### src/logic/lsrs_pkg.sv
// Constants, register map, states and decode for the LED strobe sequencer
package lsrs_pkg;

  // Core clock and the microsecond tick divider
  localparam int unsigned CLK_HZ   = 25_000_000;
  localparam int unsigned CLK_MHZ  = CLK_HZ / 1_000_000;
  localparam int unsigned TICK_CYC = CLK_MHZ;
  localparam int unsigned DIV_W    = 5;

  // Rail sequencing times, counted in microsecond ticks
  localparam int unsigned T_OFS_DLY_US  = 5000;
  localparam int unsigned T_RAIL_DLY_MS = 145;
  localparam int unsigned RAIL_DLY_US   = T_RAIL_DLY_MS * 1000;
  localparam int unsigned T_PD_DLY_US   = 100;
  localparam int unsigned DLY_W         = 18;

  // Input deglitch times and their cycle counts (least times round up)
  localparam int unsigned T_PROJ_DGL_MS = 1;
  localparam int unsigned PROJ_DGL_CYC  = T_PROJ_DGL_MS * (CLK_HZ / 1000);
  localparam int unsigned T_SEL_DGL_NS  = 300;
  localparam int unsigned SEL_DGL_CYC   =
    (T_SEL_DGL_NS * CLK_MHZ + 999) / 1000;

  // Register byte offsets
  localparam logic [4:0] OFF_SWCTL  = 5'h00;
  localparam logic [4:0] OFF_GAP    = 5'h04;
  localparam logic [4:0] OFF_CODE_A = 5'h08;
  localparam logic [4:0] OFF_CODE_B = 5'h0c;
  localparam logic [4:0] OFF_CODE_C = 5'h10;
  localparam logic [4:0] OFF_STATUS = 5'h14;

  // Values after reset
  localparam logic [2:0] SWCTL_RST = 3'h7;
  localparam logic [7:0] GAP_RST   = 8'h0a;
  localparam logic [9:0] CODE_RST  = 10'h000;

  // Status word fields
  localparam int unsigned STS_STATE_LSB = 0;
  localparam int unsigned STS_OFS       = 4;
  localparam int unsigned STS_BIAS      = 5;
  localparam int unsigned STS_RST       = 6;
  localparam int unsigned STS_STROBE    = 7;
  localparam int unsigned STS_SW_LSB    = 8;
  localparam int unsigned STS_FAULT     = 11;
  localparam int unsigned STS_RAIL_LSB  = 12;

  // Colour select codes
  localparam logic [1:0] SEL_NONE = 2'h0;
  localparam logic [1:0] SEL_A    = 2'h1;
  localparam logic [1:0] SEL_B    = 2'h2;
  localparam logic [1:0] SEL_C    = 2'h3;

  // Rail sequencer states
  typedef enum logic [2:0] {
    ST_OFF       = 3'h0,
    ST_INIT      = 3'h1,
    ST_OFS       = 3'h2,
    ST_ON        = 3'h3,
    ST_PD_PREP   = 3'h4,
    ST_PD        = 3'h5,
    ST_FAST_PREP = 3'h6,
    ST_FAST      = 3'h7
  } lsrs_state_e;

  // Colour select to switch mask, bit 0 is switch a
  function automatic logic [2:0] lsrs_sel_decode(input logic [1:0] sel);
    logic [2:0] m;
    m = 3'h0;
    if (sel == SEL_A) m = 3'h1;
    if (sel == SEL_B) m = 3'h2;
    if (sel == SEL_C) m = 3'h4;
    return m;
  endfunction

endpackage

### src/logic/lsrs_top.sv
// Rail sequencer, colour strobe decoder and register slave
`timescale 1ns/1ps
////////////////////////////////////////////////////////////////////////////////
// How it works
// - Request high: init mirrors, offset rail soon
// - Bias and reset rails 145 ms later
// - Strobe and LED driver off until rails
// - Request low runs timed normal power-down
// - Any rail fault: discharge all rails together
// - Select code closes one switch or none
// - Route selected switch's current code onward
// - Open old switches before closing new ones
// - Dead time equals programmed gap register, at least one cycle
// - Switch staying closed is never opened
// - Power request filtered for about 1 ms
// - Colour select filtered for about 300 ns
////////////////////////////////////////////////////////////////////////////////
module lsrs_top #(
  parameter int unsigned OFS_DLY_US   = lsrs_pkg::T_OFS_DLY_US, // Ticks
  parameter int unsigned RAIL_DLY_US  = lsrs_pkg::RAIL_DLY_US,  // Ticks
  parameter int unsigned PD_DLY_US    = lsrs_pkg::T_PD_DLY_US,  // Ticks
  parameter int unsigned PROJ_DGL_CYC = lsrs_pkg::PROJ_DGL_CYC  // Cycles
) (
  input  wire logic        core_clk,                // 25 MHz clock
  input  wire logic        sys_rst,                 // Sync reset, high
  input  wire logic        projector_power_request, // Power request pin
  input  wire logic [1:0]  colour_select,           // Colour select pins
  input  wire logic [2:0]  rail_fault,              // Rail fault flags
  input  wire logic [4:0]  avs_address,             // Byte address
  input  wire logic        avs_read,                // Read request
  input  wire logic        avs_write,               // Write request
  input  wire logic [31:0] avs_writedata,           // Write data
  input  wire logic [3:0]  avs_byteenable,          // Byte lanes
  output logic      [31:0] avs_readdata,            // Read data
  output logic             avs_waitrequest,         // Stall, high
  output logic             mirror_init,             // Mirror init phase
  output logic             offset_rail_en,          // Offset rail on
  output logic             bias_rail_en,            // Bias rail on
  output logic             reset_rail_en,           // Reset rail on
  output logic             rail_discharge,          // Fast discharge
  output logic             led_driver_en,           // LED driver enable
  output logic             switch_a,                // Switch a closed
  output logic             switch_b,                // Switch b closed
  output logic             switch_c,                // Switch c closed
  output logic      [9:0]  led_current_code         // Code to current loop
);

  localparam int unsigned DW = lsrs_pkg::DLY_W;
  localparam int unsigned TW = lsrs_pkg::DIV_W;

  // Filtered pins
  logic                  req_clean;
  logic [1:0]            sel_clean;

  // Register file and bus state
  logic                  wreq_ff, nxt_wreq;
  logic [31:0]           rdata_ff, nxt_rdata;
  logic [2:0]            swctl_ff, nxt_swctl;
  logic [7:0]            gap_ff, nxt_gap;
  logic [9:0]            code_a_ff, nxt_code_a;
  logic [9:0]            code_b_ff, nxt_code_b;
  logic [9:0]            code_c_ff, nxt_code_c;
  logic                  fault_seen_ff, nxt_fault_seen;
  logic                  wr_commit;
  logic [31:0]           wr_word;

  // Sequencer state
  lsrs_pkg::lsrs_state_e state_ff, nxt_state;
  logic [DW-1:0]         dly_ff, nxt_dly;
  logic [TW-1:0]         div_ff, nxt_div;
  logic                  tick_ff, nxt_tick;
  logic                  init_ff, nxt_init;
  logic                  ofs_ff, nxt_ofs;
  logic                  bias_ff, nxt_bias;
  logic                  rst_ff, nxt_rst;
  logic                  dis_ff, nxt_dis;
  logic                  strobe_ff, nxt_strobe;
  logic                  dly_done;

  // Strobe state
  logic [2:0]            sw_ff, nxt_sw;
  logic [2:0]            target;
  logic [7:0]            gap_cnt_ff, nxt_gap_cnt;
  logic                  gap_wait_ff, nxt_gap_wait;
  logic [9:0]            code_ff, nxt_code;

  // Merge write data into a register through the byte enables
  function automatic logic [31:0] be_merge(input logic [31:0] old,
                                           input logic [31:0] wd,
                                           input logic [3:0]  be);
    logic [31:0] r;
    r = old;
    for (int i = 0; i < 4; i++) begin
      if (be[i]) r[i*8 +: 8] = wd[i*8 +: 8];
    end
    return r;
  endfunction

  ////////////////////////////////////////////////////////////////////////////
  // Pin filters
  lsrs_deglitch #(.W(1), .CNT(PROJ_DGL_CYC)) u_req_dgl (
    .core_clk (core_clk),
    .sys_rst  (sys_rst),
    .din      (projector_power_request),
    .dout     (req_clean)
  );

  lsrs_deglitch #(.W(2), .CNT(lsrs_pkg::SEL_DGL_CYC)) u_sel_dgl (
    .core_clk (core_clk),
    .sys_rst  (sys_rst),
    .din      (colour_select),
    .dout     (sel_clean)
  );

  ////////////////////////////////////////////////////////////////////////////
  // Avalon slave: one wait cycle, then answer; unmapped reads give zero
  always_comb begin
    nxt_wreq       = 1'b1;
    nxt_rdata      = rdata_ff;
    nxt_swctl      = swctl_ff;
    nxt_gap        = gap_ff;
    wr_word        = 32'h0000_0000;
    nxt_code_a     = code_a_ff;
    nxt_code_b     = code_b_ff;
    nxt_code_c     = code_c_ff;
    wr_commit      = avs_write && !wreq_ff;
    // Hardware set wins over a software clear in the same cycle
    nxt_fault_seen = fault_seen_ff;
    if (wr_commit && avs_address == lsrs_pkg::OFF_STATUS &&
        avs_byteenable[1] && avs_writedata[lsrs_pkg::STS_FAULT]) begin
      nxt_fault_seen = 1'b0;
    end
    if (nxt_state inside {lsrs_pkg::ST_FAST_PREP, lsrs_pkg::ST_FAST} &&
        !(state_ff inside {lsrs_pkg::ST_FAST_PREP, lsrs_pkg::ST_FAST})) begin
      nxt_fault_seen = 1'b1;
    end
    if ((avs_read || avs_write) && wreq_ff) begin
      nxt_wreq = 1'b0;
    end
    if (avs_read && wreq_ff) begin
      nxt_rdata = 32'h0000_0000;
      unique case (avs_address)
        lsrs_pkg::OFF_SWCTL:  nxt_rdata[2:0] = swctl_ff;
        lsrs_pkg::OFF_GAP:    nxt_rdata[7:0] = gap_ff;
        lsrs_pkg::OFF_CODE_A: nxt_rdata[9:0] = code_a_ff;
        lsrs_pkg::OFF_CODE_B: nxt_rdata[9:0] = code_b_ff;
        lsrs_pkg::OFF_CODE_C: nxt_rdata[9:0] = code_c_ff;
        lsrs_pkg::OFF_STATUS: begin
          nxt_rdata[lsrs_pkg::STS_STATE_LSB +: 3] = state_ff;
          nxt_rdata[lsrs_pkg::STS_OFS]            = ofs_ff;
          nxt_rdata[lsrs_pkg::STS_BIAS]           = bias_ff;
          nxt_rdata[lsrs_pkg::STS_RST]            = rst_ff;
          nxt_rdata[lsrs_pkg::STS_STROBE]         = strobe_ff;
          nxt_rdata[lsrs_pkg::STS_SW_LSB +: 3]    = sw_ff;
          nxt_rdata[lsrs_pkg::STS_FAULT]          = fault_seen_ff;
          nxt_rdata[lsrs_pkg::STS_RAIL_LSB +: 3]  = rail_fault;
        end
        default: nxt_rdata = 32'h0000_0000;
      endcase
    end
    if (wr_commit) begin
      unique case (avs_address)
        lsrs_pkg::OFF_SWCTL: begin
          wr_word   = be_merge(32'(swctl_ff), avs_writedata, avs_byteenable);
          nxt_swctl = wr_word[2:0];
        end
        lsrs_pkg::OFF_GAP: begin
          wr_word = be_merge(32'(gap_ff), avs_writedata, avs_byteenable);
          nxt_gap = wr_word[7:0];
        end
        lsrs_pkg::OFF_CODE_A: begin
          wr_word    = be_merge(32'(code_a_ff), avs_writedata, avs_byteenable);
          nxt_code_a = wr_word[9:0];
        end
        lsrs_pkg::OFF_CODE_B: begin
          wr_word    = be_merge(32'(code_b_ff), avs_writedata, avs_byteenable);
          nxt_code_b = wr_word[9:0];
        end
        lsrs_pkg::OFF_CODE_C: begin
          wr_word    = be_merge(32'(code_c_ff), avs_writedata, avs_byteenable);
          nxt_code_c = wr_word[9:0];
        end
        default: nxt_swctl = swctl_ff;
      endcase
    end
  end

  // Bus and register file flip-flops
  always_ff @(posedge core_clk) begin
    if (sys_rst) begin
      wreq_ff       <= 1'b1;
      rdata_ff      <= 32'h0000_0000;
      swctl_ff      <= lsrs_pkg::SWCTL_RST;
      gap_ff        <= lsrs_pkg::GAP_RST;
      code_a_ff     <= lsrs_pkg::CODE_RST;
      code_b_ff     <= lsrs_pkg::CODE_RST;
      code_c_ff     <= lsrs_pkg::CODE_RST;
      fault_seen_ff <= 1'b0;
    end else begin
      wreq_ff       <= nxt_wreq;
      rdata_ff      <= nxt_rdata;
      swctl_ff      <= nxt_swctl;
      gap_ff        <= nxt_gap;
      code_a_ff     <= nxt_code_a;
      code_b_ff     <= nxt_code_b;
      code_c_ff     <= nxt_code_c;
      fault_seen_ff <= nxt_fault_seen;
    end
  end

  ////////////////////////////////////////////////////////////////////////////
  // Rail sequencer; delays run on a 1 us tick from the core clock
  always_comb begin
    nxt_tick  = (div_ff == TW'(lsrs_pkg::TICK_CYC - 1));
    nxt_div   = nxt_tick ? '0 : div_ff + TW'(1);
    dly_done  = (dly_ff == '0);
    nxt_state = state_ff;
    nxt_dly   = (tick_ff && !dly_done) ? dly_ff - DW'(1) : dly_ff;
    unique case (state_ff)
      lsrs_pkg::ST_OFF: if (req_clean) begin
        nxt_state = lsrs_pkg::ST_INIT;
        nxt_dly   = DW'(OFS_DLY_US);
      end
      lsrs_pkg::ST_INIT: if (!req_clean) begin
        nxt_state = lsrs_pkg::ST_OFF;
      end else if (dly_done) begin
        nxt_state = lsrs_pkg::ST_OFS;
        nxt_dly   = DW'(RAIL_DLY_US);
      end
      lsrs_pkg::ST_OFS: if (|rail_fault) begin
        nxt_state = lsrs_pkg::ST_FAST_PREP;
      end else if (!req_clean) begin
        nxt_state = lsrs_pkg::ST_PD_PREP;
      end else if (dly_done) begin
        nxt_state = lsrs_pkg::ST_ON;
      end
      lsrs_pkg::ST_ON: if (|rail_fault) begin
        nxt_state = lsrs_pkg::ST_FAST_PREP;
      end else if (!req_clean) begin
        nxt_state = lsrs_pkg::ST_PD_PREP;
      end
      // Rails wait here until every switch has opened
      lsrs_pkg::ST_PD_PREP: if (sw_ff == 3'h0) begin
        nxt_state = lsrs_pkg::ST_PD;
        nxt_dly   = DW'(PD_DLY_US);
      end
      lsrs_pkg::ST_PD: if (|rail_fault) begin
        nxt_state = lsrs_pkg::ST_FAST;
      end else if (dly_done) begin
        nxt_state = lsrs_pkg::ST_OFF;
      end
      lsrs_pkg::ST_FAST_PREP: if (sw_ff == 3'h0) begin
        nxt_state = lsrs_pkg::ST_FAST;
      end
      // Held discharged until the request is withdrawn
      lsrs_pkg::ST_FAST: if (!req_clean) begin
        nxt_state = lsrs_pkg::ST_OFF;
      end
    endcase
    // Outputs follow the next state so they come straight off flops
    nxt_init   = (nxt_state == lsrs_pkg::ST_INIT);
    nxt_ofs    = nxt_state inside {lsrs_pkg::ST_OFS, lsrs_pkg::ST_ON,
                   lsrs_pkg::ST_PD_PREP, lsrs_pkg::ST_PD,
                   lsrs_pkg::ST_FAST_PREP};
    nxt_bias   = (nxt_state == lsrs_pkg::ST_ON) || (bias_ff &&
                 nxt_state inside {lsrs_pkg::ST_PD_PREP,
                   lsrs_pkg::ST_FAST_PREP});
    nxt_rst    = nxt_bias;
    nxt_dis    = (nxt_state == lsrs_pkg::ST_FAST);
    nxt_strobe = (nxt_state == lsrs_pkg::ST_ON);
  end

  // Sequencer flip-flops
  always_ff @(posedge core_clk) begin
    if (sys_rst) begin
      state_ff  <= lsrs_pkg::ST_OFF;
      dly_ff    <= '0;
      div_ff    <= '0;
      tick_ff   <= 1'b0;
      init_ff   <= 1'b0;
      ofs_ff    <= 1'b0;
      bias_ff   <= 1'b0;
      rst_ff    <= 1'b0;
      dis_ff    <= 1'b0;
      strobe_ff <= 1'b0;
    end else begin
      state_ff  <= nxt_state;
      dly_ff    <= nxt_dly;
      div_ff    <= nxt_div;
      tick_ff   <= nxt_tick;
      init_ff   <= nxt_init;
      ofs_ff    <= nxt_ofs;
      bias_ff   <= nxt_bias;
      rst_ff    <= nxt_rst;
      dis_ff    <= nxt_dis;
      strobe_ff <= nxt_strobe;
    end
  end

  ////////////////////////////////////////////////////////////////////////////
  // Strobe decoder with break-before-make; dead time is max(gap, 1) cycles
  always_comb begin
    target = strobe_ff ? (lsrs_pkg::lsrs_sel_decode(sel_clean) & swctl_ff)
                       : 3'h0;
    nxt_sw       = sw_ff;
    nxt_gap_cnt  = gap_cnt_ff;
    nxt_gap_wait = gap_wait_ff;
    if ((sw_ff & ~target) != 3'h0) begin
      nxt_sw       = sw_ff & target;
      nxt_gap_cnt  = gap_ff;
      nxt_gap_wait = 1'b1;
    end else if (target != sw_ff) begin
      if (!gap_wait_ff || gap_cnt_ff <= 8'h01) begin
        nxt_sw       = target;
        nxt_gap_wait = 1'b0;
      end else begin
        nxt_gap_cnt = gap_cnt_ff - 8'h01;
      end
    end else begin
      nxt_gap_wait = 1'b0;
    end
    // No code is routed while every switch is open
    nxt_code = 10'h000;
    if (nxt_sw[0]) nxt_code = code_a_ff;
    if (nxt_sw[1]) nxt_code = code_b_ff;
    if (nxt_sw[2]) nxt_code = code_c_ff;
  end

  // Strobe flip-flops
  always_ff @(posedge core_clk) begin
    if (sys_rst) begin
      sw_ff       <= 3'h0;
      gap_cnt_ff  <= 8'h00;
      gap_wait_ff <= 1'b0;
      code_ff     <= 10'h000;
    end else begin
      sw_ff       <= nxt_sw;
      gap_cnt_ff  <= nxt_gap_cnt;
      gap_wait_ff <= nxt_gap_wait;
      code_ff     <= nxt_code;
    end
  end

  // Outputs, each straight from a flop
  assign avs_readdata     = rdata_ff;
  assign avs_waitrequest  = wreq_ff;
  assign mirror_init      = init_ff;
  assign offset_rail_en   = ofs_ff;
  assign bias_rail_en     = bias_ff;
  assign reset_rail_en    = rst_ff;
  assign rail_discharge   = dis_ff;
  assign led_driver_en    = strobe_ff;
  assign switch_a         = sw_ff[0];
  assign switch_b         = sw_ff[1];
  assign switch_c         = sw_ff[2];
  assign led_current_code = code_ff;
endmodule

### src/logic/lsrs_deglitch.sv
// Input filter that passes a level only after it has held steady
`timescale 1ns/1ps
module lsrs_deglitch #(
  parameter int unsigned W   = 1,  // Width of the filtered bus
  parameter int unsigned CNT = 8   // Steady cycles before acceptance
) (
  input  wire logic         core_clk, // Core clock
  input  wire logic         sys_rst,  // Synchronous reset, high
  input  wire logic [W-1:0] din,      // Raw input level
  output logic      [W-1:0] dout      // Accepted level
);

  localparam int unsigned   CW   = $clog2(CNT + 1);
  localparam logic [CW-1:0] LAST = CW'(CNT - 1);

  logic [W-1:0]  cand_ff;
  logic [W-1:0]  nxt_cand;
  logic [W-1:0]  out_ff;
  logic [W-1:0]  nxt_out;
  logic [CW-1:0] cnt_ff;
  logic [CW-1:0] nxt_cnt;

  ////////////////////////////////////////////////////////////////////////////
  // Any change restarts the count, so a glitch never leaks through
  always_comb begin
    nxt_cand = din;
    nxt_cnt  = cnt_ff;
    nxt_out  = out_ff;
    if (din != cand_ff) begin
      nxt_cnt = '0;
    end else if (cnt_ff != LAST) begin
      nxt_cnt = cnt_ff + CW'(1);
    end else begin
      nxt_out = cand_ff;
    end
  end

  // State registers
  always_ff @(posedge core_clk) begin
    if (sys_rst) begin
      cand_ff <= '0;
      cnt_ff  <= '0;
      out_ff  <= '0;
    end else begin
      cand_ff <= nxt_cand;
      cnt_ff  <= nxt_cnt;
      out_ff  <= nxt_out;
    end
  end

  assign dout = out_ff;
endmodule

### config.mk
export PLATFORM = sky130hd
export DESIGN_NAME = lsrs_top
export DESIGN_NICKNAME = d
export VERILOG_FILES = /design/src/logic/lsrs_pkg.sv /design/src/logic/lsrs_top.sv /design/src/logic/lsrs_deglitch.sv
export SDC_FILE = /design/constraint.sdc
export NUM_CORES = 1
export LEC_CHECK = 0
export ABC_AREA = 1
export BUFFER_PORTS_ARGS = -buffer_cell sky130_fd_sc_hd__buf_2
export CAP_MARGIN = 20
export CORE_UTILIZATION = 40
export CTS_BUF_LIST = sky130_fd_sc_hd__clkbuf_4 sky130_fd_sc_hd__clkbuf_8 sky130_fd_sc_hd__clkbuf_16
export CTS_CLUSTER_DIAMETER = 200
export DETAILED_ROUTE_END_ITERATION = 6
export GPL_TIMING_DRIVEN = 0
export PLACE_DENSITY = 0.59
export SETUP_SLACK_MARGIN = 0.4
export SLEW_MARGIN = 20
export SYNTH_ARGS = -nofsm -noshare
export SYNTH_HDL_FRONTEND = slang
export SYNTH_SLANG_ARGS = --single-unit
### constraint.sdc
create_clock -name core_clk -period 1.9 [get_ports core_clk]
set_clock_uncertainty 0.05 [all_clocks]
set_input_delay 0.285 -clock core_clk [delete_from_list [all_inputs] [get_ports core_clk]]
set_output_delay 0.285 -clock core_clk [all_outputs]
set_load 0.03 [all_outputs]
==> impl_results.md, run 1 <==
* Asr flop ratio synth at 0
* Hpwl dp at about 14000 um
* MaxCap Viol Count at 0
* DRC at 0
* First-pass GRT wire length at approximately 33000 um
* Area Overhead vs Synth at 41.8%
* Initial Utilization at 0.410
* Final cycle utilization of the critical path at 1.03
* Final Max Slew Viols at 0
* CTS Root Cell: clkbuf_16
* Startpoint Class: flop
* Most frequent cells in the layout: 145 x nor2_1, 128 x nand2_1, 109 x dfxtp_1, 84 x inv_1, 79 x buf_4
* WP data arrival at 2.27 ns
* RSZ-0062 raised after global routing: yes
* Fmax at about 500 MHz
* Required @ worst endpoint at 2.21 ns
* Die area at 17600 um2
* TritonCTS clock tree: yes
* Outcome: finished, violations left
* DR WL/cell at ~15 um
* Number of H-tree levels at 4
* Dominant cell type by area after synthesis: dfxtp_1
* R2R cell count at 11
* CTS Buf Count at 17
* I/O pins at roughly 100
* WHS at 0.0182 ns
* Fin nets at 1208
* CTS Sinks at 137
* CP Max Fanout at 5
* Total power at approximately 12 mW
* DR vias at around 7100
* Peak VDD IR at 790 uV
* CTS clk-pin slew, worst paths at roughly 0.06 ns
* Gr usage total at 0.241
* Largest net degree at the start of global routing at 17
* Vias per cell at 5.15
* Initial antenna violation count at 1
* Site Rows at 47
* Syn avg cell area at between 7 and 8 um2
* Clock Tree Buf Depth at 2
* Vias in the first global route at approximately 6400
* Leak at between 4 and 5 nW
* Most common cell after layout, fill and taps aside: nor2_1
* Minimum clock period at ~2.0 ns
* Total Wirelength at approximately 21000 um
* Slew HR at 0.454
* Grt total ovfl at 0
* Die height at 133 um
* Ranking of synthesized cells by area: dfxtp_1 40%, nor2_1 9.5%, nand2_1 8.3%, o21ai_0 6.4%, inv_1 5.7%
* Post-route setup slack at -0.0653 ns
* Core area at about 17000 um2
* Yosys top cell area share at 0.401
* Post-synthesis sequential element count at 137
* Router iterations before antenna repair at 5
* Cells after DPL at roughly 1300
* Sequential cell area fraction in the yosys report at 0.401
* Gp weighted congestion at about 0.86
* CTS Hold Buffers Added at 0
* Share of layout cells above drive strength 1 at 0.353
* Violated checks: negative setup slack
* Hold path depth at 2
* DIE WIDTH at ~130 um
* Worst setup EP type: flop
* Port Buffers at 61
* Least-Margin Pin Slew at between 0.8 and 0.9 ns
* Clock Latency Late Sink at 0.42 ns
* Synth unique cells at 46
* Pwr per Cell Area at ~1200 nW/um2
* Yosys warning count at 0
* Final Hold Fails at 0
* Detail Route Antenna Nets at 0
* Mapped Cells at between 900 and 1000
* Final setup vio count at 14
* Non-Filler Instances at ~1400
* Hold Crit Class: primary input to flop
* Detailed Route Iter0 Violations at 500
* Critical path class: flop to flop
* Syn Std Cell Area at 6830 um2
* Number of synthesized flops with an enable pin at 0
* Most used DFF post-synth: dfxtp_1
cells by family (layout without fill, tap and decap cells):
logic type                 Yosys count  after routing  synth area share
buffers and inverters              153            326             0.100
DFF                                137            137             0.401
and+or+nand+nor                    454            454             0.294
xor gates and xnor gates            21             21            0.0269
AOI/OAI and AO/OA                  189            189             0.153
other                                1             18          0.000549
adders and majority gates           13             13            0.0238
synth_stat cells, types with 6 or more instances:
cell,instances
nor2_1,172
nand2_1,151
dfxtp_1,137
inv_1,103
o21ai_0,88
a21oi_1,63
nand3_1,60
buf_4,21
clkbuf_1,16
nor3_1,15
nand4_1,14
ha_1,13
xor2_1,12
o211ai_1,9
xnor2_1,9
nor2_2,8
a221oi_1,7
nor2_4,6
or2_2,6
worst max-delay path, cell delays in order (launching register included):
cell and delay, ns:
dfxtp_4 0.37, nand4_1 0.24, ha_4 0.36, nand3_4 0.10, nand2_4 0.10, nand2_1 0.07
nand3_2 0.13, buf_6 0.16, nand3_2 0.06, nor2_1 0.10, nor2_1 0.05, nor2_1 0.11
path summary, 6_finish.rpt:
kind,from,end,slack [ns]
max,led_driver_en,led_current_code[3],-0.07
min,avs_write,avs_waitrequest,0.02
max reg2reg,led_driver_en,led_current_code[3],-0.07
min reg2reg,avs_readdata[5],avs_readdata[5],0.41
power by group:
group / total [mW] / internal (mW) / switching (mW) / leakage [nW]
sequential: 3.32 / 3.13 / 0.194 / 1.12
clock: 3.47 / 2.18 / 1.29 / 0.301
combinational: 5.15 / 2.18 / 2.97 / 2.87
total: 11.9 / 7.49 / 4.46 / 4.29
registers in the layout, summed over array words and instances, names as in the netlist, 4 cells and up:
name / cells
avs_readdata: 15
code_a_ff: 10
code_b_ff: 10
code_c_ff: 10
div_ff: 5
dly_ff: 18
gap_cnt_ff: 8
gap_ff: 8
led_current_code: 10
u_req_dgl.cnt_ff: 15
u_sel_dgl.cnt_ff: 4
cell type report:
class,instances,area (um2)
clock inverter,10,141
multi-input combinational,694,4190
tap,220,275
inverter,107,428
buffer,46,352
antenna,1,2.50
fill,1547,6960
timing repair buffer,141,1030
sequential,137,2790
clock buffer,22,475
routing by layer:
metal | vias to the layer above | wire length, um | GRT usage
li1 | 3504 | - | -
met1 | 3328 | 9650 | 0.327
met2 | 233 | 9930 | 0.386
met3 | 28 | 1450 | 0.0513
met4 | 0 | 257 | 0.0658
met5 | - | 0 | 0
per-stage QoR:
stage / utilization / TNS, ns / setup slack (ns) / instance area (um2)
floorplan: - / 0 / 0.0530 / 7070
finish: 0.582 / -0.546 / -0.0653 / 9690
detailed placement: 0.460 / -6.56 / -0.250 / 7650
global route: 0.582 / -2.21 / -0.169 / 9680
global placement: 0.460 / -5.48 / -0.211 / 7650
CTS: 0.544 / -0.176 / -0.0488 / 9050
what timing repair did:
item | CTS | global route
pin swaps | 81 | 71
endpoints found under the setup margin | 97 | 109
gates cloned | 3 | 1
setup buffers | 44 | 32
resized for setup | 130 | 107
No activity file was read; power rests on OpenSTA's default activity.
==> run 2: changes to the inputs <==
--- a/config.mk
+++ b/config.mk
@@ -14,7 +14,9 @@
 export DETAILED_ROUTE_END_ITERATION = 6
 export GPL_TIMING_DRIVEN = 0
 export PLACE_DENSITY = 0.59
+export RECOVER_POWER = 50
 export SETUP_SLACK_MARGIN = 0.4
+export SKIP_LAST_GASP = 1
 export SLEW_MARGIN = 20
 export SYNTH_ARGS = -nofsm -noshare
 export SYNTH_HDL_FRONTEND = slang
==> impl_results.md, run 2 (synthesis results as in run 1) <==
* RSZ-0062 raised after global routing: yes (unchanged)
* Critical path class: flop to flop (unchanged)
* Final Max Slew Viols at 0 (unchanged)
* CTS Root Cell: clkbuf_16 (unchanged)
* Largest Register: dly_ff (unchanged)
* Startpoint Class: flop (unchanged)
* Detail Route Antenna Nets at 0 (unchanged)
* CTS Hold Buffers Added at 0 (unchanged)
* Slowest stage cell, crit path: dfxtp_1 (was dfxtp_4)
* Site Rows at 47 (unchanged)
* I/O pins at 103 (unchanged)
* Largest net degree at the start of global routing at 17 (unchanged)
* CTS clk-pin slew, worst paths at 0.06 ns (about the same)
* Area Overhead vs Synth at 39.1% (was 41.8%)
* Cell Chain, Critical Path: nand4_1 > ha_4 > nand3_4 > nand2_4 > nand2_2 > nand3_2 > and2_4 > clkbuf_16 > nor2_1 > nor2_1 > nor2_1 (was nand4_1 > ha_4 > nand3_4 > nand2_4 > nand2_1 > nand3_2 > buf_6 > nand3_2 > nor2_1 > nor2_1 > nor2_1)
* Clock Tree Buf Depth at 2 (unchanged)
* Gr usage total at 0.241 (about the same)
* Flop pwr share at 0.277 (was 0.278)
* Minimum clock period at 2.00 ns (was 1.97 ns)
* Cell family with most CP delay: simple AND/OR/NAND/NOR gates (unchanged)
* Required @ worst endpoint at 2.17 ns (was 2.21 ns)
* CTS Sinks at 137 (unchanged)
* Initial antenna violation count at 1 (unchanged)
* Port Buffers at 61 (unchanged)
* Fmax at 500 MHz (was 509 MHz)
* Gp weighted congestion at 0.857 (unchanged)
* Crit-path most repeated cell: nor2_1 (unchanged)
* Outcome: finished, violations left (unchanged)
* Max reg flops at 18 (unchanged)
* Router iterations before antenna repair at 5 (unchanged)
* Pwr per Cell Area at 1260 nW/um2 (was 1230 nW/um2)
* Die area at 17600 um2 (unchanged)
* DR WL/cell at 15.6 um (was 15.5 um)
* Slew HR at 0.471 (was 0.454)
* WP data arrival at 2.27 ns (about the same)
* NetSw at 4.50 mW (was 4.46 mW)
* Most frequent cells in the layout: 145 x nor2_1, 132 x nand2_1, 114 x dfxtp_1, 88 x inv_1, 74 x buf_4 (was 145 x nor2_1, 128 x nand2_1, 109 x dfxtp_1, 84 x inv_1, 79 x buf_4)
* Final Hold Fails at 0 (unchanged)
* Logic pwr share at 0.434 (was 0.431)
* Worst setup EP type: flop (unchanged)
* TritonCTS clock tree: yes (unchanged)
* DR vias at 7054 (was 7093)
* DIE WIDTH at 133 um (unchanged)
* CTS Buf Count at 17 (unchanged)
* Hold Crit Class: primary input to flop (unchanged)
* Clock power frac at 0.290 (was 0.291)
* Die height at 133 um (unchanged)
* Total Wirelength at 21300 um (about the same)
* Fin nets at 1202 (was 1208)
* Most common cell after layout, fill and taps aside: nor2_1 (unchanged)
* Switch share at 0.375 (was 0.373)
* WHS at 0.0269 ns (was 0.0182 ns)
* Final setup vio count at 14 (unchanged)
* First-pass GRT wire length at 33000 um (about the same)
* Detailed Route Iter0 Violations at 583 (was 500)
* Number of H-tree levels at 4 (unchanged)
* Core area at 16600 um2 (unchanged)
* Violated checks: negative setup slack (unchanged)
* Vias in the first global route at 6410 (was 6433)
* Share of layout cells above drive strength 1 at 0.308 (was 0.353)
* Initial Utilization at 0.410 (unchanged)
* CP Max Fanout at 5 (unchanged)
* Clock Latency Late Sink at 0.42 ns (about the same)
* Internal power at 7.50 mW (was 7.49 mW)
* Peak VDD IR at 778 uV (was 790 uV)
* Crit-path max cell delay at 0.37 ns (about the same)
* MaxCap Viol Count at 0 (unchanged)
* DRC at 0 (unchanged)
* Vias per cell at 5.14 (was 5.15)
* Grt total ovfl at 0 (unchanged)
* Final cycle utilization of the critical path at 1.05 (was 1.03)
* Least-Margin Pin Slew at 0.793 ns (was 0.819 ns)
* Leak at 4.10 nW (was 4.29 nW)
* Post-route setup slack at -0.0990 ns (was -0.0653 ns)
* WP buf/inv at 1 (unchanged)
* Total power at 12.0 mW (was 11.9 mW)
* Hpwl dp at 14300 um (unchanged)
-- run 2: cell types whose count changed in the layout (fill, tap and decap cells not counted), moves of 2 or more --
cell      before  now
nor2_2        12   16
dfxtp_1      109  114
inv_2         17   13
buf_6         19   17
nand2_2       20   17
dfxtp_2       22   17
nor2_4        29   25
buf_4         79   74
clkbuf_1       7   41
buf_2         63   31
nand2_1      128  132
inv_1         84   88
-- run 2: worst paths after layout --
path | slack (ns) | from | endpoint | cells after the start
setup / recovery | -0.1 | swctl_ff[0] | led_current_code[5] | 11
hold / removal | 0.03 | avs_write | avs_waitrequest | 2
setup reg to reg | -0.1 | swctl_ff[0] | led_current_code[5] | 11
hold reg to reg | 0.41 | avs_waitrequest | avs_waitrequest | 1
-- run 2: repair_timing --
item,in CTS,in global routing
setup endpoints to repair,97,109
gates cloned,3,1
gates resized for setup,123,102
pin swaps,74,71
hold endpoints to repair,0,0
setup buffers,44,26
-- run 2: power by group through the flow --
stage                     Clock [mW]  Sequential (mW)  Combinational, mW
after detailed placement           0             3.33               3.37
after CTS                       3.54             3.29               4.44
after global routing            3.66             3.34               5.47
after global placement             0             3.33               3.35
after floorplan                    0             3.61               2.24
final                           3.48             3.32               5.20
-- run 2: cell type report --
cell class	count	area, um2
Antenna cell	1	2.50
Buffer	46	343
Clock buffer	22	475
Clock inverter	10	141
Fill cell	1599	7140
Inverter	107	428
Multi-Input combinational cell	694	4130
Sequential cell	137	2790
Tap cell	220	275
Timing Repair Buffer	135	917
-- run 2: layer usage --
metal  vias up  track usage  part of all wire
li1       3481            -                 -
met1      3314        0.327              0.46
met2       227        0.387              0.46
met3        32       0.0510             0.067
met4         0       0.0639             0.015
met5         -            0                 0
-- run 2: stage by stage --
step / worst slack (ns) / util / instances / TNS [ns] / cell area [um2]
global placement: -0.211 / 0.460 / 1265 / -5.48 / 7650
CTS: -0.0488 / 0.542 / 1344 / -0.214 / 9030
finish: -0.0990 / 0.571 / 1372 / -0.755 / 9500
detailed placement: -0.250 / 0.460 / 1265 / -6.56 / 7650
floorplan: 0.0530 / - / 984 / 0 / 7070
global route: -0.158 / 0.571 / 1371 / -2.24 / 9500
-- run 2: worst reg2reg max path, stage by stage, from the launching register on --
cell       delay [ns]
dfxtp_1          0.37
nand4_1          0.25
ha_4             0.36
nand3_4          0.10
nand2_4          0.09
nand2_2          0.05
nand3_2          0.08
and2_4           0.19
clkbuf_16        0.16
nor2_1           0.04
nor2_1           0.09
nor2_1           0.06
==> run 3: changes to the inputs <==
--- a/config.mk
+++ b/config.mk
@@ -13,7 +13,7 @@
 export CTS_CLUSTER_DIAMETER = 200
 export DETAILED_ROUTE_END_ITERATION = 6
 export GPL_TIMING_DRIVEN = 0
-export PLACE_DENSITY = 0.59
+export PLACE_DENSITY = 0.56
 export RECOVER_POWER = 50
 export SETUP_SLACK_MARGIN = 0.4
 export SKIP_LAST_GASP = 1
==> constraint.sdc (replaced) <==
create_clock -name core_clk -period 2.54 [get_ports core_clk]
set_clock_uncertainty 0.05 [all_clocks]
set_input_delay 0.381 -clock core_clk [delete_from_list [all_inputs] [get_ports core_clk]]
set_output_delay 0.381 -clock core_clk [all_outputs]
set_load 0.03 [all_outputs]
==> impl_results.md, run 3 (synthesis results as in run 1) <==
* Outcome: completed (was finished, violations left)
* Final Util at 0.492 (was 0.571)
* Initial antenna violation count at 0 (was 1)
* Share of layout cells above drive strength 1 at 0.135 (was 0.308)
* Grt total ovfl at 0 (unchanged)
* Hold Crit Class: primary input to flop (unchanged)
* Gp weighted congestion at 0.873 (was 0.857)
* CP Max Fanout at 7 (was 5)
* Least-Margin Pin Slew at 0.757 ns (was 0.793 ns)
* Total Wirelength at 19200 um (was 21300 um)
* Most common cell after layout, fill and taps aside: nor2_1 (unchanged)
* Detailed Route Iter0 Violations at 449 (was 583)
* Pwr per Cell Area at 945 nW/um2 (was 1260 nW/um2)
* TritonCTS clock tree: yes (unchanged)
* Leak at 3.54 nW (was 4.10 nW)
* Slew HR at 0.496 (was 0.471)
* Crit-path most repeated cell: nor3_4 (was nor2_1)
* Port Buffers at 61 (unchanged)
* Max reg flops at 18 (unchanged)
* First-pass GRT wire length at 31100 um (was 33000 um)
* DIE WIDTH at 133 um (unchanged)
* Most frequent cells in the layout: 170 x nor2_1, 148 x nand2_1, 134 x dfxtp_1, 102 x inv_1, 82 x o21ai_0 (was 145 x nor2_1, 132 x nand2_1, 114 x dfxtp_1, 88 x inv_1, 74 x buf_4)
* Startpoint Class: flop (unchanged)
* Critical path class: flop to flop (unchanged)
* Final Max Slew Viols at 0 (unchanged)
* Initial Utilization at 0.410 (unchanged)
* Final Hold Fails at 0 (unchanged)
* WP data arrival at 2.34 ns (was 2.27 ns)
* Final cycle utilization of the critical path at 0.827 (was 1.05)
* MaxCap Viol Count at 0 (unchanged)
* WP buf/inv at 4 (was 1)
* Hpwl dp at 14300 um (about the same)
* Final setup vio count at 0 (was 14)
* DRC at 0 (unchanged)
* Number of H-tree levels at 4 (unchanged)
* CTS Sinks at 137 (unchanged)
* Required @ worst endpoint at 2.78 ns (was 2.17 ns)
* Vias in the first global route at 6004 (was 6410)
* Slowest stage cell, crit path: dfxtp_4 (was dfxtp_1)
* Clock Tree Buf Depth at 2 (unchanged)
* Cell family with most CP delay: simple AND/OR/NAND/NOR gates (unchanged)
* Largest Register: dly_ff (unchanged)
* Gr usage total at 0.225 (was 0.241)
* Fmax at 476 MHz (was 500 MHz)
* Number of antenna diodes at 0 (was 1)
* Router iterations before antenna repair at 5 (unchanged)
* Post-route setup TNS at 0 ns (was -0.755 ns)
* I/O pins at 103 (unchanged)
* Total power at 7.74 mW (was 12.0 mW)
* Die area at 17600 um2 (unchanged)
* Fin nets at 1136 (was 1202)
* Peak VDD IR at 691 uV (was 778 uV)
* Largest net degree at the start of global routing at 17 (unchanged)
* WHS at 0.138 ns (was 0.0269 ns)
* CTS Buf Count at 17 (unchanged)
* Vias per cell at 5.00 (was 5.14)
* Core area at 16600 um2 (unchanged)
* CTS Root Cell: clkbuf_16 (unchanged)
* Minimum clock period at 2.10 ns (was 2.00 ns)
* DR WL/cell at 14.7 um (was 15.6 um)
* Worst setup EP type: flop (unchanged)
* Detail Route Antenna Nets at 0 (unchanged)
* CTS Hold Buffers Added at 0 (unchanged)
* Cell Chain, Critical Path: nand2_4 > nor3_4 > inv_1 > ha_2 > nor3_4 > buf_6 > clkinvlp_4 > nor2_4 > buf_4 > a221oi_1 (was nand4_1 > ha_4 > nand3_4 > nand2_4 > nand2_2 > nand3_2 > and2_4 > clkbuf_16 > nor2_1 > nor2_1 > nor2_1)
* RSZ-0062 raised after global routing: yes (unchanged)
* CTS clk-pin slew, worst paths at 0.06 ns (about the same)
* Die height at 133 um (unchanged)
* DR vias at 6522 (was 7054)
* Crit-path max cell delay at 0.36 ns (was 0.37 ns)
* Site Rows at 47 (unchanged)
* Area Overhead vs Synth at 19.9% (was 39.1%)
* Clock Latency Late Sink at 0.42 ns (about the same)
run 3: changes by cell type in the layout (fill, tap and decap cells not counted), moves of 14 or more:
| cell | previous run | this run |
|---|---|---|
| buf_4 | 74 | 28 |
| nor2_1 | 145 | 170 |
| dfxtp_1 | 114 | 134 |
| nor2_4 | 25 | 7 |
| nand3_1 | 40 | 57 |
| nand2_1 | 132 | 148 |
| dfxtp_2 | 17 | 2 |
| nand3_2 | 18 | 3 |
| inv_1 | 88 | 102 |
| o21ai_2 | 15 | 1 |
run 3: worst paths after layout:
check / from / end / slack [ns] / depth (start not counted)
max: led_driver_en / gap_cnt_ff[1] / 0.44 / 10
min: colour_select[0] / u_sel_dgl.cand_ff[0] / 0.14 / 3
max reg2reg: led_driver_en / gap_cnt_ff[1] / 0.44 / 10
min reg2reg: fault_seen_ff / avs_readdata[11] / 0.41 / 2
run 3: final cells by class:
type                       instances  area, um2
clock buffer                      19        440
fill                            1693       8450
inverter                         107        408
timing repair buffer              69        322
tap                              220        275
clock inverter                    13        176
multi-input combinational        694       3520
buffer                            46        303
sequential                       137       2750
run 3: what timing repair did:
item | in CTS | in global routing
resized for setup | 18 | 25
setup endpoints to repair | 21 | 21
pin swaps | 1 | 6
buffers inserted | 0 | 8
gates cloned | 0 | 0
run 3: power breakdown:
| part | switching, mW | internal, mW | total [mW] |
|---|---|---|---|
| registers | 0.112 | 2.33 | 2.45 |
| logic | 1.72 | 0.945 | 2.67 |
| clock network | 0.967 | 1.66 | 2.62 |
run 3: routing by layer:
layer	wire length [um]	global-route usage
met3	1070	0.0441
met2	8430	0.346
met5	0	0
met4	245	0.0645
met1	9420	0.318
run 3: through the flow:
stage / cells / setup WS [ns] / cell area [um2]
6_report: 1305 / 0.440 / 8190
5_1_grt: 1305 / 0.233 / 8190
4_1_cts: 1297 / 0.380 / 8140
3_5_place_dp: 1265 / 0.0313 / 7480
3_3_place_gp: 1265 / 0.0394 / 7480
2_1_floorplan: 984 / 0.408 / 6900
run 3: worst reg2reg max path: stages, from the launching register on:
cell        delay [ns]
dfxtp_4           0.36
nand2_4           0.06
nor3_4            0.19
inv_1             0.07
ha_2              0.18
nor3_4            0.31
buf_6             0.19
clkinvlp_4        0.18
nor2_4            0.19
buf_4             0.13
a221oi_1          0.06
